## config.mk

```make
export PLATFORM = sky130hd
export DESIGN_NAME = bir_router
export DESIGN_NICKNAME = d
export VERILOG_FILES = /design/src/hdl/bir_pkg.sv /design/src/hdl/bir_router.sv /design/src/hdl/bir_sticky.sv
export SDC_FILE = /design/constraint.sdc
export NUM_CORES = 1
export LEC_CHECK = 0
export BUFFER_PORTS_ARGS = -buffer_cell sky130_fd_sc_hd__clkbuf_2
export CAP_MARGIN = 0
export CORE_ASPECT_RATIO = 0.5
export CORE_MARGIN = 2
export CORE_UTILIZATION = 59
export DETAILED_ROUTE_END_ITERATION = 10
export GPL_ROUTABILITY_DRIVEN = 0
export MAX_ROUTING_LAYER = met4
export PLACE_DENSITY = 0.84
export SLEW_MARGIN = 10
export SYNTH_ARGS = -nofsm -noshare
export SYNTH_HDL_FRONTEND = slang
export SYNTH_HIERARCHICAL = 1
export SYNTH_SLANG_ARGS = --single-unit
```

## constraint.sdc

```tcl
create_clock -name sys_clk -period 6.38 [get_ports sys_clk]
set_input_delay 0.638 -clock sys_clk [delete_from_list [all_inputs] [get_ports sys_clk]]
set_output_delay 0.638 -clock sys_clk [all_outputs]
set_load 0.005 [all_outputs]
```

## src/hdl/bir_pkg.sv

```systemverilog
package bir_pkg;
	// ----------------------------------------------------------------
	// register offsets
	// ----------------------------------------------------------------
	localparam logic [11:0] BIR_OFS_STATUS = 12'h600;
	localparam logic [11:0] BIR_OFS_ENABLE = 12'h604;
	localparam logic [11:0] BIR_OFS_ROUTE = 12'h608;
	localparam logic [11:0] BIR_OFS_SOFT_UP = 12'h60C;
	// ----------------------------------------------------------------
	// field positions (same bit in status, enable and route)
	// ----------------------------------------------------------------
	localparam int BIR_B_PCI_IRQ = 23;
	localparam int BIR_B_PCI_PAR = 22;
	localparam int BIR_B_SYSERR = 21;
	localparam int BIR_B_LOC_IRQ = 20;
	localparam int BIR_B_MASTER_PAR = 29;
	localparam int BIR_B_POWER = 14;
	localparam int BIR_B_OUT_POST_NE = 13;
	localparam int BIR_B_IN_POST_NEW = 12;
	localparam int BIR_B_IN_FREE_E = 11;
	localparam int BIR_B_OUT_FREE_E = 10;
	localparam int BIR_B_IN_POST_F = 9;
	localparam int BIR_B_OUT_FREE_F = 8;
	// ----------------------------------------------------------------
	// bit groups
	// ----------------------------------------------------------------
	// sticky event bits: all of 31..8 except the five queue levels, plus soft 3..0
	localparam logic [31:0] BIR_EVENT_MASK = 32'hFFFF_F00F & ~32'h0000_2000;
	// five queue level bits follow queue state directly
	localparam logic [31:0] BIR_LEVEL_MASK = 32'h0000_2F00;
	// software triggers: bits 1,0 in enable reg, bits 3,2 in upper trigger reg
	localparam logic [31:0] BIR_SOFT_LO_MASK = 32'h0000_0003;
	localparam logic [31:0] BIR_SOFT_HI_MASK = 32'h0000_000C;
	// writable enable bits (out-post-nonempty enable is a mirror)
	localparam logic [31:0] BIR_ENABLE_WMASK = 32'hFFFF_DF00;
	// writable route bits; fixed zero and fixed one sets
	localparam logic [31:0] BIR_ROUTE_WMASK = 32'hFF0F_8F0F;
	localparam logic [31:0] BIR_ROUTE_FIXED1 = 32'h0010_2000;
	// reset values
	localparam logic [31:0] BIR_STATUS_RST = 32'h0000_0C00;
	localparam logic [31:0] BIR_ZERO = 32'h0000_0000;
endpackage

```

## src/hdl/bir_router.sv

```systemverilog
`timescale 1ns/100ps
`default_nettype none
module bir_router
	import bir_pkg::*;
(
	input wire logic sys_clk,
	input wire logic rstn,
	input wire logic clk_en,
	// register port, shared by both bus sides upstream
	input wire logic reg_sel,
	input wire logic reg_wr,
	input wire logic [11:0] reg_addr,
	input wire logic [31:0] reg_wdata,
	output logic [31:0] reg_rdata,
	// event conditions, bit-aligned to status layout (level inputs)
	input wire logic [31:0] src_cond,
	// message queue levels, inbound post push strobe and out-post mask
	input wire logic out_post_nonempty,
	input wire logic in_free_empty,
	input wire logic out_free_empty,
	input wire logic in_post_full,
	input wire logic out_free_full,
	input wire logic in_post_push,
	input wire logic out_post_mask,
	// interrupt outputs, active high
	output logic local_irq_out,
	output logic pci_irq_out
);
	// ----------------------------------------------------------------
	// reset release
	// ----------------------------------------------------------------
	logic [1:0] rst_sync_r;
	logic rst_n;
	always_ff @(posedge sys_clk or negedge rstn) begin
		if (!rstn) begin
			rst_sync_r <= 2'b00;
		end else begin
			rst_sync_r <= {rst_sync_r[0], 1'b1};
		end
	end
	assign rst_n = rst_sync_r[1];

	// ----------------------------------------------------------------
	// register decode
	// ----------------------------------------------------------------
	logic wr_status, wr_enable, wr_route, wr_soft_up;
	assign wr_status = reg_sel && reg_wr && reg_addr == BIR_OFS_STATUS;
	assign wr_enable = reg_sel && reg_wr && reg_addr == BIR_OFS_ENABLE;
	assign wr_route = reg_sel && reg_wr && reg_addr == BIR_OFS_ROUTE;
	assign wr_soft_up = reg_sel && reg_wr && reg_addr == BIR_OFS_SOFT_UP;

	// ----------------------------------------------------------------
	// enable and route registers
	// ----------------------------------------------------------------
	logic [31:0] enable_r, route_r, enable_eff, route_eff;
	always_ff @(posedge sys_clk or negedge rst_n) begin
		if (!rst_n) begin
			enable_r <= BIR_ZERO;
		end else if (clk_en && wr_enable) begin
			enable_r <= reg_wdata & BIR_ENABLE_WMASK;
		end
	end
	always_ff @(posedge sys_clk or negedge rst_n) begin
		if (!rst_n) begin
			route_r <= BIR_ZERO;
		end else if (clk_en && wr_route) begin
			route_r <= reg_wdata & BIR_ROUTE_WMASK;
		end
	end
	// mirror bit is wired, not stored, so it never lags the message unit
	always_comb begin
		enable_eff = enable_r;
		enable_eff[BIR_B_OUT_POST_NE] = out_post_mask;
	end
	assign route_eff = (route_r & BIR_ROUTE_WMASK) | BIR_ROUTE_FIXED1;

	// ----------------------------------------------------------------
	// event edge detection and set terms
	// ----------------------------------------------------------------
	logic [31:0] cond_d_r, set_vec, clr_vec, sticky_q;
	always_ff @(posedge sys_clk or negedge rst_n) begin
		if (!rst_n) begin
			cond_d_r <= BIR_ZERO;
		end else if (clk_en) begin
			cond_d_r <= src_cond;
		end
	end
	always_comb begin
		// rising condition sets; source flags are never touched here
		set_vec = src_cond & ~cond_d_r & BIR_EVENT_MASK & ~BIR_SOFT_HI_MASK & ~BIR_SOFT_LO_MASK;
		// master parity: only while enabled
		set_vec[BIR_B_MASTER_PAR] = src_cond[BIR_B_MASTER_PAR] && !cond_d_r[BIR_B_MASTER_PAR]
			&& enable_eff[BIR_B_MASTER_PAR];
		// new entry: only on a push while enabled
		set_vec[BIR_B_IN_POST_NEW] = in_post_push && enable_eff[BIR_B_IN_POST_NEW];
		if (wr_enable) begin
			set_vec = set_vec | (reg_wdata & BIR_SOFT_LO_MASK);
		end
		if (wr_soft_up) begin
			set_vec = set_vec | (reg_wdata & BIR_SOFT_HI_MASK);
		end
		clr_vec = wr_status ? (reg_wdata & BIR_EVENT_MASK) : BIR_ZERO;
	end

	// ----------------------------------------------------------------
	// sticky status bits
	// ----------------------------------------------------------------
	genvar gi;
	generate
		for (gi = 0; gi < 32; gi++) begin : g_bit
			if (BIR_EVENT_MASK[gi]) begin : g_st
				bir_sticky u_st (
					.sys_clk(sys_clk),
					.rst_n(rst_n),
					.ce(clk_en),
					.set_pulse(set_vec[gi]),
					.clr_pulse(clr_vec[gi]),
					.flag_r(sticky_q[gi])
				);
			end else begin : g_no
				assign sticky_q[gi] = 1'b0;
			end
		end
	endgenerate

	// ----------------------------------------------------------------
	// queue level bits, registered with documented reset values
	// ----------------------------------------------------------------
	logic [31:0] level_r, level_nxt;
	always_comb begin
		level_nxt = BIR_ZERO;
		level_nxt[BIR_B_OUT_POST_NE] = out_post_nonempty;
		level_nxt[BIR_B_IN_FREE_E] = in_free_empty;
		level_nxt[BIR_B_OUT_FREE_E] = out_free_empty;
		level_nxt[BIR_B_IN_POST_F] = in_post_full;
		level_nxt[BIR_B_OUT_FREE_F] = out_free_full;
	end
	always_ff @(posedge sys_clk or negedge rst_n) begin
		if (!rst_n) begin
			level_r <= BIR_STATUS_RST;
		end else if (clk_en) begin
			level_r <= level_nxt;
		end
	end

	logic [31:0] status_all;
	assign status_all = sticky_q | (level_r & BIR_LEVEL_MASK);

	// ----------------------------------------------------------------
	// interrupt outputs
	// ----------------------------------------------------------------
	logic [31:0] armed;
	logic local_nxt, pci_nxt;
	assign armed = status_all & enable_eff;
	assign local_nxt = |(armed & ~route_eff);
	assign pci_nxt = |(armed & route_eff);
	// registered so the pins never glitch on decode
	always_ff @(posedge sys_clk or negedge rst_n) begin
		if (!rst_n) begin
			local_irq_out <= 1'b0;
			pci_irq_out <= 1'b0;
		end else if (clk_en) begin
			local_irq_out <= local_nxt;
			pci_irq_out <= pci_nxt;
		end
	end

	// ----------------------------------------------------------------
	// read data; soft trigger bits read zero in the enable and upper trigger words, not in status
	// ----------------------------------------------------------------
	always_ff @(posedge sys_clk or negedge rst_n) begin
		if (!rst_n) begin
			reg_rdata <= BIR_ZERO;
		end else if (clk_en) begin
			unique case (reg_addr)
				BIR_OFS_STATUS: reg_rdata <= status_all;
				BIR_OFS_ENABLE: reg_rdata <= enable_eff & ~BIR_SOFT_LO_MASK;
				BIR_OFS_ROUTE: reg_rdata <= route_eff;
				default: reg_rdata <= BIR_ZERO;
			endcase
		end
	end
endmodule
`default_nettype wire

```

## src/hdl/bir_sticky.sv

```systemverilog
`timescale 1ns/100ps
`default_nettype none
// ----------------------------------------------------------------
// one sticky write-one-to-clear status bit
// ----------------------------------------------------------------
module bir_sticky (
	input wire logic sys_clk,
	input wire logic rst_n,
	input wire logic ce,
	input wire logic set_pulse,
	input wire logic clr_pulse,
	output logic flag_r
);
	// set wins over clear so an event in the clearing cycle survives
	always_ff @(posedge sys_clk or negedge rst_n) begin
		if (!rst_n) begin
			flag_r <= 1'b0;
		end else if (ce) begin
			if (set_pulse) begin
				flag_r <= 1'b1;
			end else if (clr_pulse) begin
				flag_r <= 1'b0;
			end
		end
	end
endmodule
`default_nettype wire

```

==> qor.txt <==
Die Span X -> 142 um
Fin crit period -> 2.72 ns
Residual DRC -> 0
Antenna diodes -> 0
Worst Setup Path Type -> input pin to flop
Peak supply drop -> 0.214 mV
Max-cap violations -> 0
Final slew viol count -> 0
Clk_lat worst skew -> 0.40 ns
# fillers -> 641
Register area -> 3060 um2
Setup crit start kind -> input pin
Final setup fails -> 0
Average size of a mapped cell -> 12.1 um2
Post-DR vias/cell -> 6.27
Seq pwr share -> 0.424
Die area -> 10400 um2
FMAX -> 367 MHz
RSZ-0062 raised after global routing -> no
# rows -> 25
Switching share of total power -> 0.212
#FFs+latches synth -> 122
Synth Instances -> 468
Worst Path Arrival -> 3.00 ns
P_sw -> 406 uW
Commonest cells after routing, fill and taps aside -> dfrtp_1, clkbuf_2, mux2_2
Pwr Density -> 280 nW/um2
CTS tree -> built
Worst Path Required -> 6.66 ns
CTS Root Cell -> clkbuf_16
GRT Total Usage -> 0.295
Tot Pwr -> 1.91 mW
Vias post-DR -> 4390
Hold Path Class -> flop to flop
Worst Tran Pin Value -> 0.974 ns
Initial drt markers -> 474
Ys Warns -> 6
Cell Area, Synth -> 5640 um2
Largest net degree at the start of global routing -> 85
P&R area growth vs syn -> 21.0%
Relative slew slack -> 0.351
Worst-path clk slew -> 0.05 ns
Status -> finished, final reports clean
Leak Pwr -> 3.38 nW
Utilization after layout -> 0.728
GR Overflow Total -> 0
Antenna violations before repair -> 0
Cts bufs inserted -> 17
Die Ht -> 73.2 um
WL/cell -> 20.2 um
DRT antenna net count -> 0
Overall routed net length -> 14200 um
Sink Count -> 122
CP Capture Type -> flop
Initial Utilization -> 0.601
Core Area -> 9380 um2
Post-DP HPWL -> 9030 um
Synth cell types -> 42
First-pass GRT wire length -> 22300 um
Vias in the first global route -> 4279
Boundary pin count -> 122
Combinational share of power -> 0.050
Final setup TNS -> 0 ns
Register area share after synthesis -> 0.541
Final Hold Vio Count -> 0
Share of layout cells above drive strength 1 -> 0.364
Layout Skew -> 0.00448 ns
Final Cycle Share -> 0.427
H-tree Lvls -> 4
Multi-input logic area -> 2450 um2
Most common cell after layout, fill and taps aside -> dfrtp_1
Worst-path fanout max -> 23
Port buffer count -> 98
Internal power -> 1.50 mW
Clk buf depth -> 2
Clock power frac -> 0.526
Initial DRT Pass Iterations -> 5
Nets -> 654
==> critical path, stage by stage <==
cell and delay, ns:
clkbuf_2 0.52, nor4b_4 0.50, nand4_2 0.76, mux2_2 0.57
==> cells by family after synthesis <==
group / after synthesis / share of synthesized area
simple gates: 153 / 0.155
buf+inv: 30 / 0.0264
compound gates: 79 / 0.116
other cells: 2 / 0.00133
mux: 82 / 0.160
flops: 122 / 0.541
==> routing by layer <==
layer  vias to the layer above  part of all wire  track usage
met5                         -                 0            -
met4                         0             0.014        0.103
met3                        20             0.082       0.0722
met2                       221              0.47        0.454
met1                      2197              0.43        0.390
li1                       1952                 -            -
==> what timing repair did <==
| action | 4_1_cts | 5_1_grt |
|---|---|---|
| setup endpoints to repair | 0 | 0 |
| buffers inserted | 0 | 0 |
| endpoints found under the hold margin | 2 | 0 |
| hold buffers | 1 | 0 |
| gates resized for setup | 0 | 0 |
==> through the flow <==
stage / std cells / setup slack [ns] / hold WS, ns / cell area [um2]
after floorplan: 471 / 2.73 / 0.331 / 5650
after global placement: 667 / 3.26 / 0.340 / 6190
after detailed placement: 667 / 3.25 / 0.340 / 6190
after CTS: 700 / 3.68 / 0.356 / 6830
after global routing: 700 / 3.46 / 0.364 / 6830
final: 700 / 3.66 / 0.355 / 6830
==> cells in the mapped netlist, drive strengths merged <==
library cell	instances	share of area
dfrtp	120	0.53
mux2	67	0.13
nand2	42	0.028
and3	30	0.033
a22o	23	0.036
nor2	19	0.013
nor2b	19	0.021
nand3	18	0.017
mux2i	15	0.027
clkbuf	14	0.0095
a221o	13	0.023
buf	13	0.015
a22oi	12	0.016
o2bb2ai	11	0.017
o22ai	8	0.0089
nand4	7	0.0089
a31oi	5	0.0055
nor4	5	0.0093
and4	3	0.0047
inv	3	0.0020
a222oi	2	0.0035
and2	2	0.0022
conb	2	0.0013
dfstp	2	0.0093
nor4b	2	0.0084
o21ai	2	0.0018
o221ai	2	0.0031
or4	2	0.0033
and2b	1	0.0013
and3b	1	0.0016
and4bb	1	0.0022
nor3	1	0.00089
o211ai	1	0.0013
==> power groups by stage <==
| stage | Clock [mW] | Sequential (mW) | Combinational, mW |
|---|---|---|---|
| final | 1.01 | 0.810 | 0.0953 |
| after global routing | 1.05 | 0.812 | 0.105 |
| after CTS | 1.01 | 0.810 | 0.0954 |
| after detailed placement | 0 | 0.823 | 0.0941 |
| after global placement | 0 | 0.822 | 0.0905 |
| after floorplan | 0 | 0.824 | 0.0448 |
==> registers in the layout (all words and copies together) (netlist names) <==
| name | cells |
|---|---|
| reg_rdata | 28 |
| enable_r | 23 |
| g_bit.g_st.u_st/flag_r | 23 |
| route_r | 21 |
| cond_d_r | 18 |
| level_r | 5 |
| rst_sync_r | 2 |
| local_irq_out | 1 |
| pci_irq_out | 1 |
==> path summary, 6_finish.rpt <==
| path | from | endpoint | slack, ns | cells past startpoint |
|---|---|---|---|---|
| max in group asynchronous | rst_sync_r[1]$_DFF_PN0_ | enable_r[8]$_DFFE_PN0P_ | 4.68 | 1 |
| min | rst_sync_r[0]$_DFF_PN0_ | rst_sync_r[1]$_DFF_PN0_ | 0.36 | 0 |
| max reg2reg | rst_sync_r[1]$_DFF_PN0_ | enable_r[8]$_DFFE_PN0P_ | 4.68 | 1 |
| min reg2reg | rst_sync_r[0]$_DFF_PN0_ | rst_sync_r[1]$_DFF_PN0_ | 0.36 | 0 |
| min in group asynchronous | rst_sync_r[1]$_DFF_PN0_ | cond_d_r[22]$_DFFE_PN0P_ | 0.37 | 0 |
| max | reg_addr[2] | enable_r[28]$_DFFE_PN0P_ | 3.66 | 4 |
==> final cells by class <==
cell class / instances / share of cell area
sequential: 122 / 0.448
timing repair buffer: 103 / 0.0777
tap: 121 / 0.0222
inverter: 3 / 0.00165
multi-input combinational: 319 / 0.359
clock inverter: 13 / 0.0255
clock buffer: 19 / 0.0663
No activity file was read; power rests on OpenSTA's default activity.
